## src/rtl/sot_pkg.sv

```systemverilog
// Shared constants and types for the secondary oscillator timer block
package sot_pkg;

  ////////////////////////////////////////////////////////////////////////////////
  // Register map (byte addresses, one aligned 32-bit word each)
  localparam int ADDR_W = 8;
  localparam logic [7:0] OFF_TLOW = 8'h00;
  localparam logic [7:0] OFF_THIGH = 8'h04;
  localparam logic [7:0] OFF_TCTRL = 8'h08;
  localparam logic [7:0] OFF_OSCCTL = 8'h0c;

  ////////////////////////////////////////////////////////////////////////////////
  // timer_control_register fields
  localparam int TC_BUF_BIT = 7;
  localparam int TC_FLAG_BIT = 6;
  localparam int TC_PS_LSB = 4;
  localparam int TC_OSCEN_BIT = 3;
  localparam int TC_EXT_BIT = 1;
  localparam int TC_ON_BIT = 0;
  localparam logic [7:0] TCTRL_RST = 8'h00;
  localparam logic [7:0] TCTRL_WMASK = 8'hbb;

  ////////////////////////////////////////////////////////////////////////////////
  // oscillator_control_register fields
  localparam int OC_IDLE_ON_SLEEP_ENABLE_BIT = 7;
  localparam int OC_MODE_LSB = 2;
  localparam int OC_SCS_LSB = 0;
  localparam logic [7:0] OSCCTL_RST = 8'h00;

  // System clock select codes
  localparam logic [1:0] SCS_PRIMARY = 2'h0;
  localparam logic [1:0] SCS_SECONDARY = 2'h1;

  ////////////////////////////////////////////////////////////////////////////////
  // Counter and prescaler
  localparam int CNT_W = 16;
  localparam int PS_W = 3;
  localparam logic [7:0] TCNT_RST = 8'h00;

  ////////////////////////////////////////////////////////////////////////////////
  // Timing
  localparam int CLK_MHZ = 250;
  localparam int FAIL_TIMEOUT_NS = 100000;
  localparam int FAIL_CYCLES = (FAIL_TIMEOUT_NS * CLK_MHZ + 999) / 1000;

  // Power-managed modes, one-hot
  typedef enum logic [4:0] {
    PM_PRI_RUN = 5'b00001,
    PM_SECONDARY_RUN_MODE = 5'b00010,
    PM_SECONDARY_IDLE_MODE = 5'b00100,
    PM_PRI_IDLE = 5'b01000,
    PM_SLEEP = 5'b10000
  } sot_pm_e;

endpackage

```

## src/rtl/sot_prescale.sv

```systemverilog
// Clearable 1/2/4/8 prescaler turning count events into counter ticks
`timescale 1ns/1ps
module sot_prescale (
  input wire logic clk,
  input wire logic rst_n,
  input wire logic clear,
  input wire logic event_in,
  input wire logic [1:0] sel,
  output logic tick
);

  logic [sot_pkg::PS_W-1:0] cnt_q;
  logic [sot_pkg::PS_W-1:0] limit;

  // Divide ratio minus one, 0 means every event ticks
  assign limit = sot_pkg::PS_W'((4'h1 << sel) - 4'h1);
  assign tick = event_in & ~clear & (cnt_q == limit);

  // Clear wins over counting so a reload starts a full prescale period
  always_ff @(posedge clk or negedge rst_n) begin
    if (!rst_n) begin
      cnt_q <= '0;
    end else if (clear || tick) begin
      cnt_q <= '0;
    end else if (event_in) begin
      cnt_q <= cnt_q + sot_pkg::PS_W'(1);
    end
  end

endmodule

```

## src/rtl/sot_sync.sv

```systemverilog
// Two-stage synchroniser with rising-edge pulse for the crystal input
`timescale 1ns/1ps
module sot_sync (
  input wire logic clk,
  input wire logic rst_n,
  input wire logic async_in,
  output logic sync_out,
  output logic rise_pulse
);

  logic meta_q;
  logic sync_q;
  logic last_q;

  // Only the second stage and later are looked at by logic
  always_ff @(posedge clk or negedge rst_n) begin
    if (!rst_n) begin
      meta_q <= 1'b0;
      sync_q <= 1'b0;
      last_q <= 1'b0;
    end else begin
      meta_q <= async_in;
      sync_q <= meta_q;
      last_q <= sync_q;
    end
  end

  assign sync_out = sync_q;
  assign rise_pulse = sync_q & ~last_q;

endmodule

```

## src/rtl/sot_top.sv

```systemverilog
// Secondary oscillator timer: 16-bit counter, buffered access and clock control
`timescale 1ns/1ps

// Notes on behaviour
// - Buffered mode maps the high-byte address onto a separate buffer register.
// - Buffered mode: reading low byte snapshots live high byte into buffer.
// - Buffered mode: writing low byte also loads counter high from buffer.
// - Buffered mode gives no direct access to the live counter high byte.
// - High-byte writes keep the prescaler; low-byte writes clear it.
// - Crystal oscillator runs only while its enable bit is set.
// - Enabled oscillator keeps running in every power-managed mode.
// - Clock select secondary code enters secondary run, clocking core and peripherals.
// - Secondary run plus sleep with idle-enable clear enters secondary idle.
// - Secondary-clock flag is set exactly while the oscillator clocks the system.
// - With fail-safe monitor, flag shows whether the oscillator still clocks the system.
// - Low-power config bit selects low oscillator power; higher power by default.
module sot_top #(
  parameter int FAIL_CYCLES = sot_pkg::FAIL_CYCLES
) (
  input wire logic clk,
  input wire logic rst_n,
  input wire logic psel,
  input wire logic penable,
  input wire logic pwrite,
  input wire logic [sot_pkg::ADDR_W-1:0] paddr,
  input wire logic [31:0] pwdata,
  output logic pready,
  output logic [31:0] prdata,
  output logic pslverr,
  input wire logic crystal_input_pin,
  output logic crystal_output_pin,
  output logic osc_amp_enable,
  output logic osc_low_power,
  input wire logic low_power_osc_config,
  input wire logic fscm_enable,
  input wire logic sleep_request,
  input wire logic wake_event,
  output logic [1:0] active_clock_source,
  output logic cpu_clock_run,
  output logic periph_clock_run,
  output logic secondary_clock_active,
  output logic timer_overflow
);

  localparam int FW = $clog2(FAIL_CYCLES + 1);
  ////////////////////////////////////////////////////////////////////////////////
  // State
  logic [7:0] cnt_lo_q;
  logic [7:0] cnt_hi_q;
  logic [7:0] hi_buf_q;
  logic [7:0] tctrl_q;
  logic [7:0] oscctl_q;
  logic [31:0] prdata_q;
  logic ready_q;
  logic err_q;
  logic lp_q;
  logic strap_done_q;
  logic fail_q;
  logic [FW-1:0] fail_cnt_q;
  logic xo_q;
  logic ovf_q;
  logic [1:0] src_q;
  logic flag_q;
  sot_pkg::sot_pm_e pm_q;
  sot_pkg::sot_pm_e pm_d;

  ////////////////////////////////////////////////////////////////////////////////
  // Bus decode
  wire acc_phase = psel & penable;
  wire hit_tlow = (paddr == sot_pkg::OFF_TLOW);
  wire hit_thigh = (paddr == sot_pkg::OFF_THIGH);
  wire hit_tctrl = (paddr == sot_pkg::OFF_TCTRL);
  wire hit_oscctl = (paddr == sot_pkg::OFF_OSCCTL);
  wire hit_any = hit_tlow | hit_thigh | hit_tctrl | hit_oscctl;
  // Read data is sampled in the first access cycle, write commits on the last
  wire rd_sample = acc_phase & ~ready_q & ~pwrite;
  wire wr_commit = acc_phase & ready_q & pwrite & hit_any;
  wire wr_tlow = wr_commit & hit_tlow;
  wire wr_thigh = wr_commit & hit_thigh;
  wire wr_tctrl = wr_commit & hit_tctrl;
  wire wr_oscctl = wr_commit & hit_oscctl;
  wire rd_tlow = rd_sample & hit_tlow;

  // Control fields
  wire buf_mode = tctrl_q[sot_pkg::TC_BUF_BIT];
  wire osc_en = tctrl_q[sot_pkg::TC_OSCEN_BIT];
  wire ext_src = tctrl_q[sot_pkg::TC_EXT_BIT];
  wire tmr_on = tctrl_q[sot_pkg::TC_ON_BIT];
  wire [1:0] ps_sel = tctrl_q[sot_pkg::TC_PS_LSB +: 2];
  wire idle_on_sleep_enable = oscctl_q[sot_pkg::OC_IDLE_ON_SLEEP_ENABLE_BIT];
  wire [1:0] system_clock_select = oscctl_q[sot_pkg::OC_SCS_LSB +: 2];

  ////////////////////////////////////////////////////////////////////////////////
  // Crystal input synchroniser; edges only count while the oscillator runs
  logic xi_sync;
  logic xi_rise;

  sot_sync u_sync (
    .clk(clk),
    .rst_n(rst_n),
    .async_in(crystal_input_pin),
    .sync_out(xi_sync),
    .rise_pulse(xi_rise)
  );
  wire osc_edge = xi_rise & osc_en;

  ////////////////////////////////////////////////////////////////////////////////
  // Prescaler and counter
  wire cnt_event = tmr_on & (ext_src ? osc_edge : 1'b1);
  logic tick;

  sot_prescale u_ps (
    .clk(clk),
    .rst_n(rst_n),
    .clear(wr_tlow),
    .event_in(cnt_event),
    .sel(ps_sel),
    .tick(tick)
  );

  wire [sot_pkg::CNT_W:0] cnt_inc = {1'b0, cnt_hi_q, cnt_lo_q} + 17'h00001;

  // Buffered mode selects the buffer as high-byte view
  wire [7:0] hi_view = buf_mode ? hi_buf_q : cnt_hi_q;

  // Counter low byte: bus writes take priority over a tick in the same cycle
  always_ff @(posedge clk or negedge rst_n) begin
    if (!rst_n) begin
      cnt_lo_q <= sot_pkg::TCNT_RST;
    end else if (wr_tlow) begin
      cnt_lo_q <= pwdata[7:0];
    end else if (tick) begin
      cnt_lo_q <= cnt_inc[7:0];
    end
  end

  // Counter high byte
  always_ff @(posedge clk or negedge rst_n) begin
    if (!rst_n) begin
      cnt_hi_q <= sot_pkg::TCNT_RST;
    end else if (wr_tlow && buf_mode) begin
      // High loads from buffer with low write
      cnt_hi_q <= hi_buf_q;
    end else if (wr_thigh && !buf_mode) begin
      // Direct write only outside buffered mode
      cnt_hi_q <= pwdata[7:0];
    end else if (tick) begin
      cnt_hi_q <= cnt_inc[15:8];
    end
  end

  // High-byte buffer: snapshot on low read, load on high write
  always_ff @(posedge clk or negedge rst_n) begin
    if (!rst_n) begin
      hi_buf_q <= sot_pkg::TCNT_RST;
    end else if (rd_tlow && buf_mode) begin
      // Snapshot live high with low read
      hi_buf_q <= cnt_hi_q;
    end else if (wr_thigh && buf_mode) begin
      // Buffered high writes land in the buffer
      hi_buf_q <= pwdata[7:0];
    end
  end

  // Overflow pulse, set on the same edge that wraps the count to zero
  always_ff @(posedge clk or negedge rst_n) begin
    if (!rst_n) begin
      ovf_q <= 1'b0;
    end else begin
      ovf_q <= tick & ~wr_tlow & cnt_inc[sot_pkg::CNT_W];
    end
  end

  ////////////////////////////////////////////////////////////////////////////////
  // Control registers; the flag and mode fields are read-only
  always_ff @(posedge clk or negedge rst_n) begin
    if (!rst_n) begin
      tctrl_q <= sot_pkg::TCTRL_RST;
    end else if (wr_tctrl) begin
      tctrl_q <= pwdata[7:0] & sot_pkg::TCTRL_WMASK;
    end
  end

  always_ff @(posedge clk or negedge rst_n) begin
    if (!rst_n) begin
      oscctl_q <= sot_pkg::OSCCTL_RST;
    end else if (wr_oscctl) begin
      oscctl_q <= {pwdata[7], 5'h00, pwdata[1:0]};
    end
  end

  ////////////////////////////////////////////////////////////////////////////////
  // Oscillator drive and power level
  // Amplifier follows the enable bit alone
  // Power mode never gates the oscillator
  always_ff @(posedge clk or negedge rst_n) begin
    if (!rst_n) begin
      xo_q <= 1'b0;
    end else begin
      xo_q <= osc_en & ~xi_sync;
    end
  end

  // Strap caught after reset release, higher power until then
  always_ff @(posedge clk or negedge rst_n) begin
    if (!rst_n) begin
      lp_q <= 1'b0;
      strap_done_q <= 1'b0;
    end else if (!strap_done_q) begin
      lp_q <= low_power_osc_config;
      strap_done_q <= 1'b1;
    end
  end

  ////////////////////////////////////////////////////////////////////////////////
  // Fail-safe monitor: a silent crystal while selected drops to primary
  wire sec_selected = (system_clock_select == sot_pkg::SCS_SECONDARY);
  wire fail_hit = (fail_cnt_q == FW'(FAIL_CYCLES));

  always_ff @(posedge clk or negedge rst_n) begin
    if (!rst_n) begin
      fail_cnt_q <= '0;
    end else if (!sec_selected || !fscm_enable || osc_edge || fail_q) begin
      fail_cnt_q <= '0;
    end else begin
      fail_cnt_q <= fail_cnt_q + FW'(1);
    end
  end

  // Failure sticks until software moves the select away from secondary
  always_ff @(posedge clk or negedge rst_n) begin
    if (!rst_n) begin
      fail_q <= 1'b0;
    end else if (fail_hit) begin
      fail_q <= 1'b1;
    end else if (wr_oscctl && pwdata[1:0] != sot_pkg::SCS_SECONDARY) begin
      fail_q <= 1'b0;
    end
  end

  // Failure moves the source off the oscillator
  wire src_sec = sec_selected & ~fail_q;
  wire [1:0] src_d = src_sec ? sot_pkg::SCS_SECONDARY :
                     (sec_selected ? sot_pkg::SCS_PRIMARY : system_clock_select);

  always_ff @(posedge clk or negedge rst_n) begin
    if (!rst_n) begin
      src_q <= sot_pkg::SCS_PRIMARY;
      flag_q <= 1'b0;
    end else begin
      src_q <= src_d;
      flag_q <= src_sec;
    end
  end

  ////////////////////////////////////////////////////////////////////////////////
  // Power-managed mode sequencer
  always_comb begin
    pm_d = pm_q;
    case (pm_q)
      sot_pkg::PM_PRI_RUN: begin
        if (src_sec) begin
          pm_d = sot_pkg::PM_SECONDARY_RUN_MODE;
        end else if (sleep_request) begin
          pm_d = idle_on_sleep_enable ? sot_pkg::PM_SLEEP : sot_pkg::PM_PRI_IDLE;
        end
      end
      sot_pkg::PM_SECONDARY_RUN_MODE: begin
        if (!src_sec) begin
          pm_d = sot_pkg::PM_PRI_RUN;
        end else if (sleep_request) begin
          // Idle enable clear gives secondary idle
          pm_d = idle_on_sleep_enable ? sot_pkg::PM_SLEEP : sot_pkg::PM_SECONDARY_IDLE_MODE;
        end
      end
      sot_pkg::PM_SECONDARY_IDLE_MODE, sot_pkg::PM_PRI_IDLE, sot_pkg::PM_SLEEP: begin
        if (wake_event) begin
          pm_d = src_sec ? sot_pkg::PM_SECONDARY_RUN_MODE : sot_pkg::PM_PRI_RUN;
        end
      end
      default: begin
        pm_d = sot_pkg::PM_PRI_RUN;
      end
    endcase
  end

  always_ff @(posedge clk or negedge rst_n) begin
    if (!rst_n) begin
      pm_q <= sot_pkg::PM_PRI_RUN;
    end else begin
      pm_q <= pm_d;
    end
  end

  ////////////////////////////////////////////////////////////////////////////////
  // APB slave: one wait state so read data comes from a flop
  wire [7:0] tctrl_rd = {tctrl_q[7], flag_q, tctrl_q[5:0]};
  wire [7:0] oscctl_rd = {oscctl_q[7], 5'(pm_q), oscctl_q[1:0]};
  wire [7:0] rd_mux = hit_tlow ? cnt_lo_q :
                      hit_thigh ? hi_view :
                      hit_tctrl ? tctrl_rd :
                      hit_oscctl ? oscctl_rd : 8'h00;

  always_ff @(posedge clk or negedge rst_n) begin
    if (!rst_n) begin
      ready_q <= 1'b0;
      err_q <= 1'b0;
      prdata_q <= 32'h00000000;
    end else if (acc_phase && !ready_q) begin
      ready_q <= 1'b1;
      err_q <= ~hit_any;
      prdata_q <= pwrite ? 32'h00000000 : {24'h000000, rd_mux};
    end else begin
      ready_q <= 1'b0;
      err_q <= 1'b0;
    end
  end

  ////////////////////////////////////////////////////////////////////////////////
  // Outputs
  assign pready = ready_q;
  assign pslverr = err_q;
  assign prdata = prdata_q;
  assign crystal_output_pin = xo_q;
  assign osc_amp_enable = osc_en;
  assign osc_low_power = lp_q;
  assign active_clock_source = src_q;
  assign secondary_clock_active = flag_q;
  assign cpu_clock_run = (pm_q == sot_pkg::PM_PRI_RUN) | (pm_q == sot_pkg::PM_SECONDARY_RUN_MODE);
  assign periph_clock_run = (pm_q != sot_pkg::PM_SLEEP);
  assign timer_overflow = ovf_q;

endmodule

```

## config.mk

```make
export PLATFORM = sky130hd
export DESIGN_NAME = sot_top
export DESIGN_NICKNAME = d
export VERILOG_FILES = /design/src/rtl/sot_pkg.sv /design/src/rtl/sot_prescale.sv /design/src/rtl/sot_sync.sv /design/src/rtl/sot_top.sv
export SDC_FILE = /design/constraint.sdc
export NUM_CORES = 1
export LEC_CHECK = 0
export ABC_AREA = 1
export BUFFER_PORTS_ARGS = -buffer_cell sky130_fd_sc_hd__clkbuf_2
export CORE_UTILIZATION = 39
export DETAILED_ROUTE_END_ITERATION = 6
export GPL_ROUTABILITY_DRIVEN = 0
export GPL_TIMING_DRIVEN = 1
export MAX_ROUTING_LAYER = met4
export RECOVER_POWER = 25
export SYNTH_ARGS = -nofsm -noshare
export SYNTH_HDL_FRONTEND = slang
export SYNTH_SLANG_ARGS = --single-unit
```

## constraint.sdc

```tcl
create_clock -name clk -period 1.4 [get_ports clk]
set_input_delay 0.14 -clock clk [delete_from_list [all_inputs] [get_ports clk]]
set_output_delay 0.14 -clock clk [all_outputs]
set_load 0.005 [all_outputs]
```

## Word-level counts from Yosys, hierarchy flattened

Index checks and enable logic that the tools add are counted.

- Flip-flop bits (word level): 101
- Output and inout port bits: 43
- Logic and storage cells: 127

- $add $sub $neg: 4
- Equal/unequal tests: 16
- Shift operators: 1
- Muxes and demuxes: 32
- Bitwise logic cells: 31
- Reduce and logical (&&, ||, !) cells: 22

Operators with widths:

| kind | count |
|---|---|
| two-way mux 8 bit | 13 |
| two-way mux 5 bit | 7 |
| bitwise AND 1 bit | 20 |
| adder 16 x 1 -> 17 bit, second input constant | 1 |
| equality test 8 x 4 -> 1 bit, second input constant | 2 |
| adder 15 x 1 -> 15 bit, second input constant | 1 |
| equality test 15 bit, second input constant | 1 |
| two-way mux 15 bit | 1 |
| case mux 5 bit (3 select lines) | 1 |
| equality test 8 x 3 -> 1 bit, second input constant | 1 |
| logical NOT 8 bit | 1 |
| nonzero test 2 bit | 4 |
| inverter 1 bit | 7 |
| logical AND 1 bit | 6 |
| two-way mux 2 bit | 3 |
| two-way mux 3 bit | 2 |
| != test 3 bit, second input constant | 2 |
| equality test 5 x 1 -> 1 bit, second input constant | 1 |
| equality test 5 x 2 -> 1 bit, second input constant | 1 |
| equality test 5 x 3 -> 1 bit, second input constant | 1 |
| equality test 5 x 4 -> 1 bit, second input constant | 1 |
| equality test 5 bit, second input constant | 1 |
| two-way mux 1 bit | 5 |
| != test 5 bit, second input constant | 1 |
| other kinds (13) | 22 |

## Logic depth before layout (Yosys ltp)

- Word-level depth: 12
- Gate-level depth with buffers: 13

## Hierarchy

Synthesis repeated with hierarchy kept, for this count alone.

- Cells, all modules: 623
- Area total of the unflattened synthesis: 4,673.2 µm²

By module, submodules not included:

| module | times used | cells an instance | area an instance (µm²) |
|---|---|---|---|
| sot_top | 1 | 582 | 4,356.7 |
| sot_prescale | 1 | 36 | 231.5 |
| sot_sync | 1 | 5 | 85.1 |

## Least setup slack after synthesis

No wires, ideal clock.

- Kind: register -> register
- From: reg cnt_lo_q[1]
- To: reg cnt_hi_q[4]
- Setup time: 0.117 ns
- Arrival time: 1.412 ns
- Required time: 1.283 ns
- Path slack: -0.128 ns
- Stages on the path, launching flop included: 10
- Path buffers: 0
- Path through: dfrtp_1 -> ha_1 -> nand2_1 -> nor3_1 -> nand2_1 -> xor2_1 -> nand2_1 -> nand2_1 -> nand2_1 -> nand2_1

- Word-level cells in the longest chain between the ends: 4

RTL lines:

| item | RTL line | RTL |
|---|---|---|
| start: declaration | sot_top.sv:48 | `logic [7:0] cnt_lo_q;` |
| start signal: assignment | sot_top.sv:129 | `cnt_lo_q <= sot_pkg::TCNT_RST;` |
| start signal: assignment | sot_top.sv:131 | `cnt_lo_q <= pwdata[7:0];` |
| start signal: assignment | sot_top.sv:133 | `cnt_lo_q <= cnt_inc[7:0];` |
| adder 16 x 1 -> 17 bit | sot_top.sv:121 | `wire [sot_pkg::CNT_W:0] cnt_inc = {1'b0, cnt_hi_q, cnt_lo_q} + 17'h00001;` |
| two-way mux 8 bit | sot_top.sv:147 | `end else if (tick) begin` |
| two-way mux 8 bit | sot_top.sv:144 | `end else if (wr_thigh && !buf_mode) begin` |
| two-way mux 8 bit | sot_top.sv:141 | `end else if (wr_tlow && buf_mode) begin` |
| end signal: assignment | sot_top.sv:143 | `cnt_hi_q <= hi_buf_q;` |
| end signal: assignment | sot_top.sv:146 | `cnt_hi_q <= pwdata[7:0];` |
| end signal: assignment | sot_top.sv:148 | `cnt_hi_q <= cnt_inc[15:8];` |
| end: declaration | sot_top.sv:49 | `logic [7:0] cnt_hi_q;` |

No other way between the ends. The select of a mux whose other input is x is not followed.
A chain may end at the register's enable or synchronous reset.

## Final worst setup path

- From: reg pm_q[3]
- To: out cpu_clock_run

- Word-level cells in the longest chain between the ends: 2
- Elaborated cells between the ends (all ways): 3

RTL lines:

| item | RTL line | RTL |
|---|---|---|
| start: declaration | sot_top.sv:64 | `sot_pkg::sot_pm_e pm_q;` |
| start signal: assignment | sot_top.sv:289 | `pm_q <= sot_pkg::PM_PRI_RUN;` |
| start signal: assignment | sot_top.sv:291 | `pm_q <= pm_d;` |
| equality test 5 x 1 -> 1 bit / equality test 5 x 2 -> 1 bit (equally long branches) | sot_top.sv:329 | `assign cpu_clock_run = (pm_q == sot_pkg::PM_PRI_RUN) \| (pm_q == sot_pkg::PM_SECONDARY_RUN_MODE);` |
| OR 1 bit * | sot_top.sv:329 |  |
| end: declaration | sot_top.sv:39 | `output logic cpu_clock_run,` |

Mark *: on every way between the ends. The rest lies on a longest branch, timed or not.

==> qor.yml <==
clock_network:
  insertion_delay_ps: 340
  cts.sinks: 77
  cts_root_buf: "clkbuf_16"
  clk_pin_slew_ps: 60
  htree_levels: 3
  cts_buffer_depth: 2
  cts_tree: "built"
  numCtsBuffers: 9
global_route:
  grt-ovfl-total: 0
  grt_max_degree: 38
  grt_usage: 0.233
  grt_pass1_wl_mm: 22.1
  antenna_found_initial: 0
  grt_pass1_vias: 4601
worst_setup_path:
  arrival_ps: 1470
  r2r_cells: 8
  rr_startpoint: "fail_cnt_q[0]"
  r2r_end: "fail_cnt_q[14]"
  crit_path_start: "pm_q[3]"
  critPathMaxFanout: 3
  crit_type: "reg2out"
  crit_path_end_kind: "output pin"
  cp.required_ps: 1260
  worstSetupStartpointType: "flop"
  r2r_slack_ps: -190
  timing.critical_path.to: "cpu_clock_run"
timing:
  slew_violations: 0
  slew_headroom: 0.662
  setup_viol: 46
  finalHoldViolCount: 0
  fin_crit_sh: 1.15
  fin_skew_ps: 4.97
  setup_ws_ps: -214
  max_freq_ghz: 0.619
  worst_pin_slew_ps: 507
  rsz0062_at_grt: "yes"
  finalCriticalPeriod_ps: 1610
place:
  portBuffers: 44
  dpl.hpwl_mm: 9.52
layout:
  final_cell_mix: "nand2_1 (126), buf_4 (111), dfrtp_1 (75)"
  post-route-util: 0.626
  insertedDiodeCount: 0
  final_common_cell: "nand2_1"
  area_delta_synth_final_pct: 55.6
  finalNetCount: 847
  drive_gt1_frac: 0.477
floorplan:
  io_pins: 93
  die_y_um: 111
  coreArea_sq_um: 11500
  start_util: 0.402
  die-area_sq_um: 12300
  die_w_um: 111
  rows: 39
power:
  p_leak_nw: 3.51
  fin_total_pwr_w: 0.00716
  ir_worst_vdd_mv: 0.824
  powerDensity_nw_per_um2: 997
worst_hold_path:
  min-delay-start: "low_power_osc_config"
  min_path_type: "in2reg"
drt:
  drt-initial-drc-count: 280
  postRouteAntennaNets: 0
  vias: 4782
  routed_wl_mm: 14.4
  wl_per_cell_um: 15.3
  route.detailed.drc: 0
  drt-vias-per-instance: 5.08
  drt_pre_antenna_iters: 5
run_status:
  status: "complete, but fails checks"
  violations: "negative setup slack"
synth:
  syn_area_sq_um: 4610
  synth_cell_types: 43
  synth.area.top_cells: "dfrtp_1 (41%), nand2_1 (13%), inv_1 (5.5%)"
  ys.warnings.count: 0
  yosysTopAreaCell: "dfrtp_1"
  syn-mean-instance-area_sq_um: 7.64
  synthCells: 604
  yosysTopAreaCellShare: 0.412
  synth_seq_cells: 77
  synth-seq-area-share: 0.418
flow_run:
  drv_cap: 0
-- what timing repair did --
item	in CTS	in global routing
cloned	2	1
pin swaps	48	68
gates resized for setup	109	114
hold buffers	2	0
endpoints found under the setup margin	57	57
setup buffers	31	15
hold endpoints to repair	22	0
-- power breakdown --
| part | switching, W | total (W) | leakage [nW] | internal (W) |
|---|---|---|---|---|
| Combinational | 0.000915 | 0.00191 | 2.38 | 0.000996 |
| Sequential | 0.000133 | 0.00252 | 0.959 | 0.00238 |
| Clock | 0.000946 | 0.00273 | 0.165 | 0.00179 |
| Total | 0.00199 | 0.00716 | 3.51 | 0.00517 |
-- through the flow --
step | hold WS, ps | worst slack (ps) | area [sq um] | setup TNS (ps) | std cells
floorplan | -156 | -71.6 | 4740 | -250 | 627
global placement | 35.9 | -148 | 5670 | -4090 | 878
detailed placement | 45.9 | -189 | 5670 | -5820 | 878
CTS | 20.1 | -231 | 6660 | -3640 | 928
global route | 24.8 | -323 | 7180 | -9930 | 941
finish | 26.2 | -214 | 7180 | -5610 | 941
-- sequential cells by signal (all words and copies together), names as in the netlist, 2 cells and up --
register and count:
fail_cnt_q 15, u_ps.cnt_q 3, tctrl_q 6, pm_q 5
active_clock_source 2, cnt_lo_q 8, hi_buf_q 8, oscctl_q 3
cnt_hi_q 8, prdata 8
-- worst min-delay path by stage --
stage,cells after the start,to
floorplan,0,active_clock_source[0]
global placement,1,hi_buf_q[3]
detailed placement,1,hi_buf_q[3]
CTS,2,osc_low_power
global route,2,osc_low_power
finish,2,osc_low_power
-- cell type report --
class,instances,area [sq um]
Sequential cell,77,1930
Multi-Input combinational cell,438,2920
Timing Repair Buffer,190,1500
Fill cell,896,4290
Clock inverter,6,110
Inverter,77,305
Clock buffer,10,239
Tap cell,143,179
-- cells by family (layout without fill, tap and decap cells) --
logic type / Yosys count / count (layout) / synth area share
buffers and inverters: 113 / 283 / 0.120
adder cells (fa/ha/maj): 4 / 4 / 0.0108
XOR/XNOR: 9 / 9 / 0.0171
other: 2 / 25 / 0.00163
AO/OA/AOI/OAI: 90 / 90 / 0.115
flip-flops: 77 / 77 / 0.418
multiplexers: 2 / 2 / 0.00488
AND/OR/NAND/NOR: 307 / 308 / 0.313
-- synth_stat cells, drive strengths merged --
cell and n:
a211oi 1, a21oi 23, a31oi 1, a32o 1, buf 35, clkbuf 1
clkinv 3, conb 2, dfrtp 76, dfstp 1, ha 4, inv 74
mux2 2, nand2 166, nand3 43, nand3b 2, nand4 12, nor2 67
nor3 11, nor4 3, o211ai 10, o21a 1, o21ai 44, o221ai 7
o22ai 2, or2 3, xnor2 1, xor2 8
-- critical path: stages (launching register included) --
cell and delay [ps]:
dfrtp_1 390, inv_2 90, nand2_4 70, nor4_4 250, inv_2 70, buf_6 120
nand2_2 50, clkbuf_2 100
-- routing by layer --
| metal | vias to the layer above | track usage | part of all wire |
|---|---|---|---|
| li1 | 2294 | - | - |
| met1 | 2315 | 0.300 | 0.44 |
| met2 | 135 | 0.370 | 0.49 |
| met3 | 38 | 0.0312 | 0.039 |
| met4 | 0 | 0.0996 | 0.029 |
| met5 | - | - | 0 |
No activity file was read; power rests on OpenSTA's default activity.
